<file path="src/hw/clsd_pkg.sv">
/*
  Shared constants and types for the compact load/store decoder: opcode tags,
  field positions, access sizes, operation codes and the bundles that carry
  memory requests, register selects and register write-back.
  Assumes a 32-bit core with eight low registers and a halfword-aligned PC.
*/
// How it works
// - Register offset: address is base plus index
// - Word/byte L,B: word/byte store, word/byte load
// - Byte store writes only the low byte
// - Halfword store writes source bits 0-15
// - Unsigned halfword load clears bits 16-31
// - Signed byte load copies bit 7 upward
// - Signed halfword load copies bit 15 upward
// - Select S,H: store, load, signed byte, signed half
// - Immediate byte: base plus unscaled five-bit field
// - Immediate word: five-bit field shifted left two
// - Immediate halfword: base plus six-bit offset
// - Immediate halfword: field shifted left one
// - Immediate halfword direction: store, or zero-extended load
// - Cycle count equals equivalent 32-bit instruction
// - PC-relative load clears PC bit 1
// - PC-relative uses PC plus four, field times four
package clsd_pkg;

  // Format tags in the top opcode bits
  localparam logic [4:0]  PCREL_TAG    = 5'h09;
  localparam logic [3:0]  REGOFF_TAG   = 4'h5;
  localparam logic [2:0]  IMMWB_TAG    = 3'h3;
  localparam logic [3:0]  IMMH_TAG     = 4'h8;

  // Field positions
  localparam int          RD_LSB       = 0;
  localparam int          RB_LSB       = 3;
  localparam int          RO_LSB       = 6;
  localparam int          OFF5_LSB     = 6;
  localparam int          PCRD_LSB     = 8;
  localparam int          W8_LSB       = 0;
  localparam int          LOAD_BIT     = 11;
  localparam int          BYTE_BIT     = 10;
  localparam int          SIGN_BIT     = 10;
  localparam int          HALF_BIT     = 11;
  localparam int          EXT_BIT      = 9;
  localparam int          IMM_BYTE_BIT = 12;

  // PC read-ahead and word alignment of the PC base
  localparam logic [31:0] PC_AHEAD     = 32'h0000_0004;
  localparam logic [31:0] PC_BIT1_CLR  = 32'hFFFF_FFFD;

  // Reset values
  localparam logic [31:0] WORD_RST     = 32'h0000_0000;
  localparam logic [2:0]  SEL_RST      = 3'h0;

  typedef enum logic [3:0] {
    no_op               = 4'h0,
    word_store_op       = 4'h1,
    byte_store_op       = 4'h2,
    word_load_op        = 4'h3,
    byte_load_op        = 4'h4,
    half_store_op       = 4'h5,
    half_load_op        = 4'h6,
    signed_byte_load_op = 4'h7,
    signed_half_load_op = 4'h8
  } clsd_op_t;

  typedef enum logic [1:0] {
    SIZE_BYTE = 2'h0,
    SIZE_HALF = 2'h1,
    SIZE_WORD = 2'h2
  } clsd_size_t;

  typedef enum logic [1:0] {
    ST_IDLE      = 2'b00,
    ST_ACCESS    = 2'b01,
    ST_WAIT      = 2'b10,
    ST_WRITEBACK = 2'b11
  } clsd_state_t;

  typedef struct packed {
    logic [31:0] addr;
    logic [31:0] wdata;
    clsd_size_t  size;
    logic        write;
  } clsd_mem_req_t;

  typedef struct packed {
    logic [2:0] base_sel;
    logic [2:0] index_sel;
    logic [2:0] data_sel;
  } clsd_rsel_t;

  typedef struct packed {
    logic [2:0]  sel;
    logic [31:0] data;
  } clsd_wb_t;

endpackage : clsd_pkg

</file>
<file path="src/hw/clsd_extend.sv">
/*
  Load data extender: widens a returned byte or halfword to 32 bits,
  by zero or sign fill according to the load operation.
  Assumes memory returns the addressed item in the low bits of the word.
*/
`timescale 1ns/1ps
module clsd_extend (
  // Operation and raw data
  input  wire clsd_pkg::clsd_op_t op,
  input  wire logic [31:0]        raw,
  // Extended result
  output wire logic [31:0]        result
);

  // Fill bits for the two sign-extending loads
  wire byte_op   = (op == clsd_pkg::byte_load_op) || (op == clsd_pkg::signed_byte_load_op);
  wire half_op   = (op == clsd_pkg::half_load_op) || (op == clsd_pkg::signed_half_load_op);
  wire byte_fill = (op == clsd_pkg::signed_byte_load_op) & raw[7];
  wire half_fill = (op == clsd_pkg::signed_half_load_op) & raw[15];

  // One selector per result bit
  genvar i;
  generate
    for (i = 0; i < 32; i++) begin : g_bit
      if (i < 8) begin : g_low
        assign result[i] = raw[i];
      end else if (i < 16) begin : g_mid
        assign result[i] = byte_op ? byte_fill : raw[i];
      end else begin : g_high
        assign result[i] = byte_op ? byte_fill : (half_op ? half_fill : raw[i]);
      end
    end
  endgenerate

endmodule : clsd_extend

</file>
<file path="src/hw/clsd_decode.sv">
/*
  Compact load/store decoder and executor for the register-offset,
  sign-extended, immediate word/byte, immediate halfword and PC-relative
  load formats. Forms the address, drives one memory access, extends
  loaded data and writes it back to a low register.
  Assumes a combinational register-file read, a memory that takes a request
  on mem_ready and returns load data with mem_rvalid on a later cycle.
*/
`timescale 1ns/1ps
module clsd_decode (
  // Clock and reset
  input  wire logic                    clock,
  input  wire logic                    reset,
  // Instruction in
  input  wire logic                    instr_valid,
  output wire logic                    instr_ready,
  input  wire logic [15:0]             instr,
  input  wire logic [31:0]             instr_pc,
  output wire logic                    instr_done,
  output wire logic                    instr_fault,
  // Register file read
  output wire clsd_pkg::clsd_rsel_t    rf_sel,
  input  wire logic [31:0]             rf_base_val,
  input  wire logic [31:0]             rf_index_val,
  input  wire logic [31:0]             rf_data_val,
  // Register file write-back
  output wire logic                    rf_we,
  output wire clsd_pkg::clsd_wb_t      rf_wb,
  // Memory data interface
  output wire logic                    mem_valid,
  output wire clsd_pkg::clsd_mem_req_t mem_req,
  input  wire logic                    mem_ready,
  input  wire logic                    mem_rvalid,
  input  wire logic [31:0]             mem_rdata
);

  clsd_pkg::clsd_state_t   state_reg,  state_next;
  clsd_pkg::clsd_mem_req_t req_reg,    req_next;
  clsd_pkg::clsd_op_t      op_reg,     op_next;
  clsd_pkg::clsd_op_t      op_dec;
  clsd_pkg::clsd_wb_t      wb_reg,     wb_next;
  logic                    pcrel_reg,  pcrel_next;
  logic [31:0]             ext_data;

  // Format recognition on the top opcode bits
  wire [15:0] ins       = instr;
  wire        is_pcrel  = ins[15:11] == clsd_pkg::PCREL_TAG;
  wire        is_regoff = ins[15:12] == clsd_pkg::REGOFF_TAG;
  wire        is_immwb  = ins[15:13] == clsd_pkg::IMMWB_TAG;
  wire        is_immh   = ins[15:12] == clsd_pkg::IMMH_TAG;
  wire        ext_form  = ins[clsd_pkg::EXT_BIT];
  wire        load_bit  = ins[clsd_pkg::LOAD_BIT];
  wire        byte_bit  = ins[clsd_pkg::BYTE_BIT];
  wire        sign_bit  = ins[clsd_pkg::SIGN_BIT];
  wire        half_bit  = ins[clsd_pkg::HALF_BIT];
  wire        immb_bit  = ins[clsd_pkg::IMM_BYTE_BIT];

  // Operation decode per format
  always_comb begin
    op_dec = clsd_pkg::no_op;
    if (is_pcrel) begin
      op_dec = clsd_pkg::word_load_op;
    end else if (is_regoff && !ext_form) begin
      case ({load_bit, byte_bit})
        2'b00:   op_dec = clsd_pkg::word_store_op;
        2'b01:   op_dec = clsd_pkg::byte_store_op;
        2'b10:   op_dec = clsd_pkg::word_load_op;
        default: op_dec = clsd_pkg::byte_load_op;
      endcase
    end else if (is_regoff) begin
      case ({sign_bit, half_bit})
        2'b00:   op_dec = clsd_pkg::half_store_op;
        2'b01:   op_dec = clsd_pkg::half_load_op;
        2'b10:   op_dec = clsd_pkg::signed_byte_load_op;
        default: op_dec = clsd_pkg::signed_half_load_op;
      endcase
    end else if (is_immwb) begin
      case ({load_bit, immb_bit})
        2'b00:   op_dec = clsd_pkg::word_store_op;
        2'b01:   op_dec = clsd_pkg::byte_store_op;
        2'b10:   op_dec = clsd_pkg::word_load_op;
        default: op_dec = clsd_pkg::byte_load_op;
      endcase
    end else if (is_immh) begin
      op_dec = load_bit ? clsd_pkg::half_load_op : clsd_pkg::half_store_op;
    end
  end

  // Three-bit register fields; PC-relative keeps its destination higher up
  wire [2:0] rd_field = is_pcrel ? ins[clsd_pkg::PCRD_LSB +: 3] : ins[clsd_pkg::RD_LSB +: 3];
  assign rf_sel.base_sel  = ins[clsd_pkg::RB_LSB +: 3];
  assign rf_sel.index_sel = ins[clsd_pkg::RO_LSB +: 3];
  assign rf_sel.data_sel  = rd_field;

  // Offsets, scaled per access size
  wire [4:0]  imm_five  = ins[clsd_pkg::OFF5_LSB +: 5];
  wire [7:0]  pc_imm    = ins[clsd_pkg::W8_LSB +: 8];
  wire [31:0] off_byte  = {27'h000_0000, imm_five};
  wire [31:0] off_word  = {25'h000_0000, imm_five, 2'b00};
  wire [31:0] off_half  = {26'h000_0000, imm_five, 1'b0};
  wire [31:0] off_pc    = {22'h00_0000, pc_imm, 2'b00};
  // PC base reads four ahead, bit 1 forced low for word alignment
  wire [31:0] pc_base   = (instr_pc + clsd_pkg::PC_AHEAD) & clsd_pkg::PC_BIT1_CLR;

  // Address select; no format here writes the base back
  wire [31:0] addr_reg  = rf_base_val + rf_index_val;
  wire [31:0] addr_immw = rf_base_val + off_word;
  wire [31:0] addr_immb = rf_base_val + off_byte;
  wire [31:0] addr_immh = rf_base_val + off_half;
  wire [31:0] addr_pc   = pc_base + off_pc;
  wire [31:0] addr_dec  = is_pcrel  ? addr_pc :
                          is_regoff ? addr_reg :
                          is_immwb  ? (immb_bit ? addr_immb : addr_immw) :
                          addr_immh;

  // Access size and direction
  wire op_byte  = (op_dec == clsd_pkg::byte_store_op) || (op_dec == clsd_pkg::byte_load_op)
                || (op_dec == clsd_pkg::signed_byte_load_op);
  wire op_half  = (op_dec == clsd_pkg::half_store_op) || (op_dec == clsd_pkg::half_load_op)
                || (op_dec == clsd_pkg::signed_half_load_op);
  wire op_write = (op_dec == clsd_pkg::word_store_op) || (op_dec == clsd_pkg::byte_store_op)
                || (op_dec == clsd_pkg::half_store_op);
  clsd_pkg::clsd_size_t size_dec;
  assign size_dec = op_byte ? clsd_pkg::SIZE_BYTE :
                    op_half ? clsd_pkg::SIZE_HALF : clsd_pkg::SIZE_WORD;

  // Store data: only the lanes of the access size, upper bits zero
  wire [31:0] wdata_dec = op_byte ? {24'h00_0000, rf_data_val[7:0]} :
                          op_half ? {16'h0000, rf_data_val[15:0]} :
                          rf_data_val;

  // Handshake and completion
  wire accept     = instr_valid && (state_reg == clsd_pkg::ST_IDLE);
  wire bad_op     = op_dec == clsd_pkg::no_op;
  wire store_done = (state_reg == clsd_pkg::ST_ACCESS) && mem_ready && req_reg.write;
  assign instr_ready = state_reg == clsd_pkg::ST_IDLE;
  assign instr_fault = accept && bad_op;
  assign instr_done  = instr_fault || store_done || (state_reg == clsd_pkg::ST_WRITEBACK);
  assign mem_valid   = state_reg == clsd_pkg::ST_ACCESS;
  assign mem_req     = req_reg;
  assign rf_we       = state_reg == clsd_pkg::ST_WRITEBACK;
  assign rf_wb       = wb_reg;

  // Load data extension
  clsd_extend i_clsd_extend (
    .op     (op_reg),
    .raw    (mem_rdata),
    .result (ext_data)
  );

  // Sequencer: store is request then done, load adds a data and a write-back
  // cycle, matching the wide instruction's timing
  always_comb begin
    state_next = state_reg;
    req_next   = req_reg;
    op_next    = op_reg;
    wb_next    = wb_reg;
    pcrel_next = pcrel_reg;
    case (state_reg)
      clsd_pkg::ST_IDLE: begin
        if (accept && !bad_op) begin
          state_next    = clsd_pkg::ST_ACCESS;
          req_next      = '{addr: addr_dec, wdata: wdata_dec, size: size_dec, write: op_write};
          op_next       = op_dec;
          wb_next.sel   = rd_field;
          pcrel_next    = is_pcrel;
        end
      end
      clsd_pkg::ST_ACCESS: begin
        if (mem_ready) begin
          state_next = req_reg.write ? clsd_pkg::ST_IDLE : clsd_pkg::ST_WAIT;
        end
      end
      clsd_pkg::ST_WAIT: begin
        if (mem_rvalid) begin
          state_next   = clsd_pkg::ST_WRITEBACK;
          wb_next.data = ext_data;
        end
      end
      clsd_pkg::ST_WRITEBACK: begin
        state_next = clsd_pkg::ST_IDLE;
      end
      default: begin
        state_next = clsd_pkg::ST_IDLE;
      end
    endcase
  end

  // State and held request
  always_ff @(posedge clock) begin
    if (reset) begin
      state_reg <= clsd_pkg::ST_IDLE;
      req_reg   <= '{addr: clsd_pkg::WORD_RST, wdata: clsd_pkg::WORD_RST,
                     size: clsd_pkg::SIZE_WORD, write: 1'b0};
      op_reg    <= clsd_pkg::no_op;
      wb_reg    <= '{sel: clsd_pkg::SEL_RST, data: clsd_pkg::WORD_RST};
      pcrel_reg <= 1'b0;
    end else begin
      state_reg <= state_next;
      req_reg   <= req_next;
      op_reg    <= op_next;
      wb_reg    <= wb_next;
      pcrel_reg <= pcrel_next;
    end
  end

  // Checks on address forming
  addr_regoff_a: assert property (@(posedge clock) disable iff (reset)
    accept && is_regoff |=> mem_req.addr == $past(rf_base_val + rf_index_val))
    else $error("register offset address wrong");

  imm_byte_a: assert property (@(posedge clock) disable iff (reset)
    accept && is_immwb && immb_bit |=> mem_req.addr == $past(rf_base_val + off_byte))
    else $error("byte immediate address wrong");

  imm_word_a: assert property (@(posedge clock) disable iff (reset)
    accept && is_immwb && !immb_bit
      |=> mem_req.addr == $past(rf_base_val) + {25'h000_0000, $past(imm_five), 2'b00})
    else $error("word immediate address wrong");

  imm_half_a: assert property (@(posedge clock) disable iff (reset)
    accept && is_immh
      |=> mem_req.addr == $past(rf_base_val) + {26'h000_0000, $past(imm_five), 1'b0})
    else $error("halfword immediate address wrong");

  pc_align_a: assert property (@(posedge clock) disable iff (reset)
    accept && is_pcrel && !instr_pc[0] |=> !mem_req.addr[1] && !mem_req.addr[0])
    else $error("pc relative address not word aligned");

  pc_ahead_a: assert property (@(posedge clock) disable iff (reset)
    accept && is_pcrel && instr_pc[1:0] == 2'b00
      |=> mem_req.addr == $past(instr_pc) + 32'h0000_0004 + {22'h00_0000, $past(pc_imm), 2'b00})
    else $error("pc relative offset wrong");

  // Checks on operation decode and store data
  word_byte_a: assert property (@(posedge clock) disable iff (reset)
    accept && is_regoff && !ext_form && {load_bit, byte_bit} == 2'b11
      |=> !mem_req.write && mem_req.size == clsd_pkg::SIZE_BYTE
          && op_reg == clsd_pkg::byte_load_op)
    else $error("byte load not decoded");

  sign_sel_a: assert property (@(posedge clock) disable iff (reset)
    accept && is_regoff && ext_form && {sign_bit, half_bit} == 2'b10
      |=> op_reg == clsd_pkg::signed_byte_load_op && !mem_req.write)
    else $error("signed byte load not decoded");

  half_dir_a: assert property (@(posedge clock) disable iff (reset)
    accept && is_immh |=> mem_req.size == clsd_pkg::SIZE_HALF && mem_req.write == !$past(load_bit))
    else $error("halfword direction wrong");

  byte_store_a: assert property (@(posedge clock) disable iff (reset)
    accept && op_dec == clsd_pkg::byte_store_op
      |=> mem_req.wdata == {24'h00_0000, $past(rf_data_val[7:0])})
    else $error("byte store data wrong");

  half_store_a: assert property (@(posedge clock) disable iff (reset)
    accept && op_dec == clsd_pkg::half_store_op
      |=> mem_req.wdata == {16'h0000, $past(rf_data_val[15:0])})
    else $error("halfword store data wrong");

  // Checks on load extension
  half_zero_a: assert property (@(posedge clock) disable iff (reset)
    state_reg == clsd_pkg::ST_WAIT && mem_rvalid && op_reg == clsd_pkg::half_load_op
      |=> rf_we && rf_wb.data == {16'h0000, $past(mem_rdata[15:0])})
    else $error("unsigned halfword not zero extended");

  sbyte_fill_a: assert property (@(posedge clock) disable iff (reset)
    state_reg == clsd_pkg::ST_WAIT && mem_rvalid && op_reg == clsd_pkg::signed_byte_load_op
      |=> rf_wb.data == {{24{$past(mem_rdata[7])}}, $past(mem_rdata[7:0])})
    else $error("signed byte not extended");

  shalf_fill_a: assert property (@(posedge clock) disable iff (reset)
    state_reg == clsd_pkg::ST_WAIT && mem_rvalid && op_reg == clsd_pkg::signed_half_load_op
      |=> rf_wb.data == {{16{$past(mem_rdata[15])}}, $past(mem_rdata[15:0])})
    else $error("signed halfword not extended");

  ubyte_zero_a: assert property (@(posedge clock) disable iff (reset)
    state_reg == clsd_pkg::ST_WAIT && mem_rvalid && op_reg == clsd_pkg::byte_load_op
      |=> rf_wb.data == {24'h00_0000, $past(mem_rdata[7:0])})
    else $error("unsigned byte not zero extended");

  // Checks on timing and on the held destination field
  store_time_a: assert property (@(posedge clock) disable iff (reset)
    accept && !bad_op && op_write ##1 mem_ready |-> instr_done ##1 instr_ready)
    else $error("store cycle count wrong");

  load_time_a: assert property (@(posedge clock) disable iff (reset)
    state_reg == clsd_pkg::ST_WAIT && mem_rvalid |=> rf_we && instr_done ##1 instr_ready)
    else $error("load cycle count wrong");

  reg_field_a: assert property (@(posedge clock) disable iff (reset)
    accept && !bad_op |=> rf_wb.sel == $past(rd_field) && op_reg == $past(op_dec))
    else $error("destination field not held");

endmodule : clsd_decode

</file>
<file path="config.mk">
export PLATFORM = sky130hd
export DESIGN_NAME = clsd_decode
export DESIGN_NICKNAME = d
export VERILOG_FILES = /design/src/hw/clsd_pkg.sv /design/src/hw/clsd_extend.sv /design/src/hw/clsd_decode.sv
export SDC_FILE = /design/constraint.sdc
export NUM_CORES = 1
export LEC_CHECK = 0
export ABC_AREA = 1
export BUFFER_PORTS_ARGS = -buffer_cell sky130_fd_sc_hd__buf_2
export CORE_MARGIN = 2
export CORE_UTILIZATION = 55
export CTS_CLUSTER_DIAMETER = 60
export DETAILED_ROUTE_END_ITERATION = 16
export PLACE_DENSITY = 0.91
export SLEW_MARGIN = 0
export SYNTH_ARGS = -nofsm -noshare
export SYNTH_HDL_FRONTEND = slang
export SYNTH_HIERARCHICAL = 1
export SYNTH_SLANG_ARGS = --single-unit
</file>
<file path="constraint.sdc">
create_clock -name clock -period 2.95 [get_ports clock]
set_clock_uncertainty 0.15 [all_clocks]
set_input_delay 0.59 -clock clock [delete_from_list [all_inputs] [get_ports clock]]
set_output_delay 0.59 -clock clock [all_outputs]
set_load 0.005 [all_outputs]
</file>
==> results by group <==
Worst setup path
  • CP Cell Sequence: buf_2, inv_2, ha_1, nand3_2, buf_4, o21ai_0, buf_2
  • Worst EP required: 2.21 ns
  • Crit-path leading delay family: buffers and inverters
  • Max Fanout on Critical Path: 16
  • CP most frequent cell: buf_2
  • Data arrival time of the critical path: 2.11 ns
  • Nature of the critical path endpoint: output pin
  • CP Launch Type: input port
  • Bufs and invs on worst path: 4
  • Worst path depth: 7
  • Crit path kind: in2out
  • Largest stage delay, worst path: 0.39 ns
  • Slowest stage cell, crit path: o21ai_0
  • Reg2reg setup slack: 0.61 ns
  • R2r worst-path depth: 3
  • R2R Path End: rf_wb[28]

Logic synthesis
  • Number of distinct library cells after synthesis: 49
  • Syn_nets: 2301
  • Top-count cell post-synth: nand2_1
  • Largest cells by area after synthesis: nand2_1 20%, dfxtp_1 19%, nand3_1 9.1%
  • Syn. warnings: 6
  • Post-synth top area share: roughly a fifth
  • Cell count after synthesis: 2052
  • Synthesized flop and latch total: 108
  • Post-synthesis sequential area ratio: a little under a fifth
  • Post-synth EDFFs: 0
  • Main synth FF type: dfxtp_1
  • Commonest cells post-synth: 632 x nand2_1, 245 x inv_1, 215 x nor2_1
  • Largest area contributor in the netlist: nand2_1
  • Mapped Area: 11700 µm²
  • Syn avg cell area: 5.69 µm²
  • FFs w/ async S/R, synth: 0%

Routing
  • DRC: 0
  • Final wirelength: 43400 µm
  • Avg WL per Cell: 16.2 µm
  • Iteration-0 DRC Markers: 1463
  • Antenna-violating nets left: 0
  • Via count: roughly 15000
  • Vias per cell: approximately 5.5
  • Initial DRT Pass Iterations: 6

Placed design
  • DP Worst Slack: -0.216 ns
  • Placed instance count: 2665
  • Buffers on Ports: 295
  • DP Wirelength: 35500 µm
  • Placer Congestion: between 1 and 1.5

Global route
  • Pin count of the biggest net entering global routing: 65
  • M1 GR Usage: 50.6%
  • First-pass GRT wire length: 67500 µm
  • Vias in the first global route: 13431
  • Grt met3 use: 5.12%
  • Remaining global-route overflow: 0
  • GR Layer Usage met2: around 61%
  • GRT busiest layer: met2
  • GRT Total Usage: 37.7%
  • Initial antenna violation count: 0

Floorplanning
  • IO Count: 297
  • Core Footprint: 20900 µm²
  • Starting Density: a little under three fifths
  • Die X: approximately 150 µm
  • # rows: 53
  • Die area: 22400 µm²
  • DIE HEIGHT: 150 µm

Clocking
  • H-tree depth: 3
  • Clock Tree Root: clkbuf_16
  • CTS clk-pin slew, worst paths: 0.09 ns
  • CTS tree: built
  • CTS max path bufs: 2
  • CTS Sinks: 108
  • CTS hold repair buffers: 0
  • CTS Buf Count: 9
  • Worst skew pair latency: approximately 0.36 ns

Pwr
  • Lkg Pwr: between 7 and 8 nW
  • Pwr dens: 344 nW/µm²
  • Sw frac: 39.8%
  • Switching pwr: 1.97 mW
  • Sequential power share: around a third
  • Clock power share: 25.6%
  • Internal power: 2.98 mW
  • Worst VDD drop: 0.000308 V
  • Combinational share of power: 40.7%

STA
  • Final WS setup: 0.100 ns
  • FMAX: around 350 MHz
  • Tightest Pin Transition: 1.05 ns
  • Max-slew headroom: about 30%
  • Post-route minimum period: 2.85 ns
  • Fin. Hold Viols: 0
  • Setup violators final: 0
  • Count of pins over their slew limit: 0
  • Final worst-path cycle share: 96.6%

Cells and area
  • Max reg flops: 67
  • FILL cells: 1921
  • Layout cells sized above 1: 22.1%
  • Area growth syn-to-layout: 23.3%
  • Final nets: 2653
  • # diodes: 0
  • Area of the multi-input gates: between 8000 and 9000 µm²
  • Reg area: 2160 µm²
  • Final std cells w/o fill: 2684

Run
  • Max Cap Viol: 0

Min path
  • Hold wc startpoint: rf_wb[14]
  • Worst hold path class: reg2reg
  • Hold path depth: 2
  • Hold Crit Endpoint: rf_wb[14]

Run status
  • Outcome: complete, no violations
-- cell usage in the layout (no fill, tap or decap), drive strengths merged, types with 10 or more instances in the layout --
| cell type | n |
|---|---|
| a21oi | 165 |
| buf | 412 |
| dfxtp | 108 |
| ha | 63 |
| inv | 257 |
| nand2 | 647 |
| nand3 | 229 |
| nand3b | 14 |
| nand4 | 28 |
| nor2 | 244 |
| nor3 | 18 |
| o21ai | 129 |
| o21bai | 10 |
| xor2 | 25 |
-- metal layers --
layer,part of all wire [%],up-vias
met2,45,754
met5,0,-
met4,4.2,0
met1,42,6684
li1,-,7316
met3,9.0,131
-- repair_timing --
item,in CTS,in global routing
gates resized for setup,0,15
endpoints found under the setup margin,0,17
setup buffers,0,3
-- worst reg2reg max path: cells and delay by family (launching register included) --
kind	cells	cell delay (ns)
flip-flops	1	0.47
AO/OA/AOI/OAI	2	0.73
AND/OR/NAND/NOR	1	0.85
-- worst max-delay path by stage --
| stage | endpoint | from |
|---|---|---|
| global placement | mem_req[65] | instr_pc[2] |
| global route | mem_req[60] | instr_pc[2] |
| detailed placement | mem_req[65] | instr_pc[2] |
| floorplan | mem_req[51] | instr_pc[2] |
| CTS | instr_done | instr[10] |
| finish | rf_sel[2] | instr[12] |
-- power groups by stage --
stage | registers [mW] | clock network (mW) | logic [mW]
2_1_floorplan | 1.69 | 0 | 1.12
5_1_grt | 1.68 | 1.33 | 2.23
4_1_cts | 1.66 | 1.26 | 1.96
6_report | 1.67 | 1.27 | 2.01
3_3_place_gp | 1.69 | 0 | 1.90
3_5_place_dp | 1.69 | 0 | 1.94
-- logic make-up (layout without fill, tap and decap cells) --
logic type / Yosys count / after routing / synth area share, %
AO/OA/AOI/OAI: 324 / 324 / 15.0
flip-flops: 108 / 108 / 18.5
adder cells (fa/ha/maj): 68 / 68 / 7.61
buffers and inverters: 326 / 683 / 11.7
multiplexers: 1 / 1 / 0.0965
AND/OR/NAND/NOR: 1194 / 1194 / 44.8
XOR/XNOR: 31 / 31 / 2.33
-- metrics by stage --
stage	hold slack, ns	TNS (ns)	total power, mW	util (%)	cell area, µm²
final	0.296	0	4.95	68.9	14400
after global routing	0.317	-0.0464	5.23	68.9	14400
after CTS	0.296	0	4.88	68.4	14300
after detailed placement	0.284	-2.54	3.64	66.9	14000
after global placement	0.277	-0.953	3.58	66.9	14000
after floorplan	0.290	0	2.80	-	11700
-- final cells by class --
| type | count | area share (%) |
|---|---|---|
| Inverter | 255 | 6.66 |
| Timing Repair Buffer | 412 | 16.6 |
| Tap cell | 275 | 2.39 |
| Clock inverter | 7 | 0.617 |
| Clock buffer | 9 | 1.57 |
| Sequential cell | 108 | 15.0 |
| Multi-Input combinational cell | 1618 | 57.1 |
Note: power is estimated with default switching activity, not from simulation.
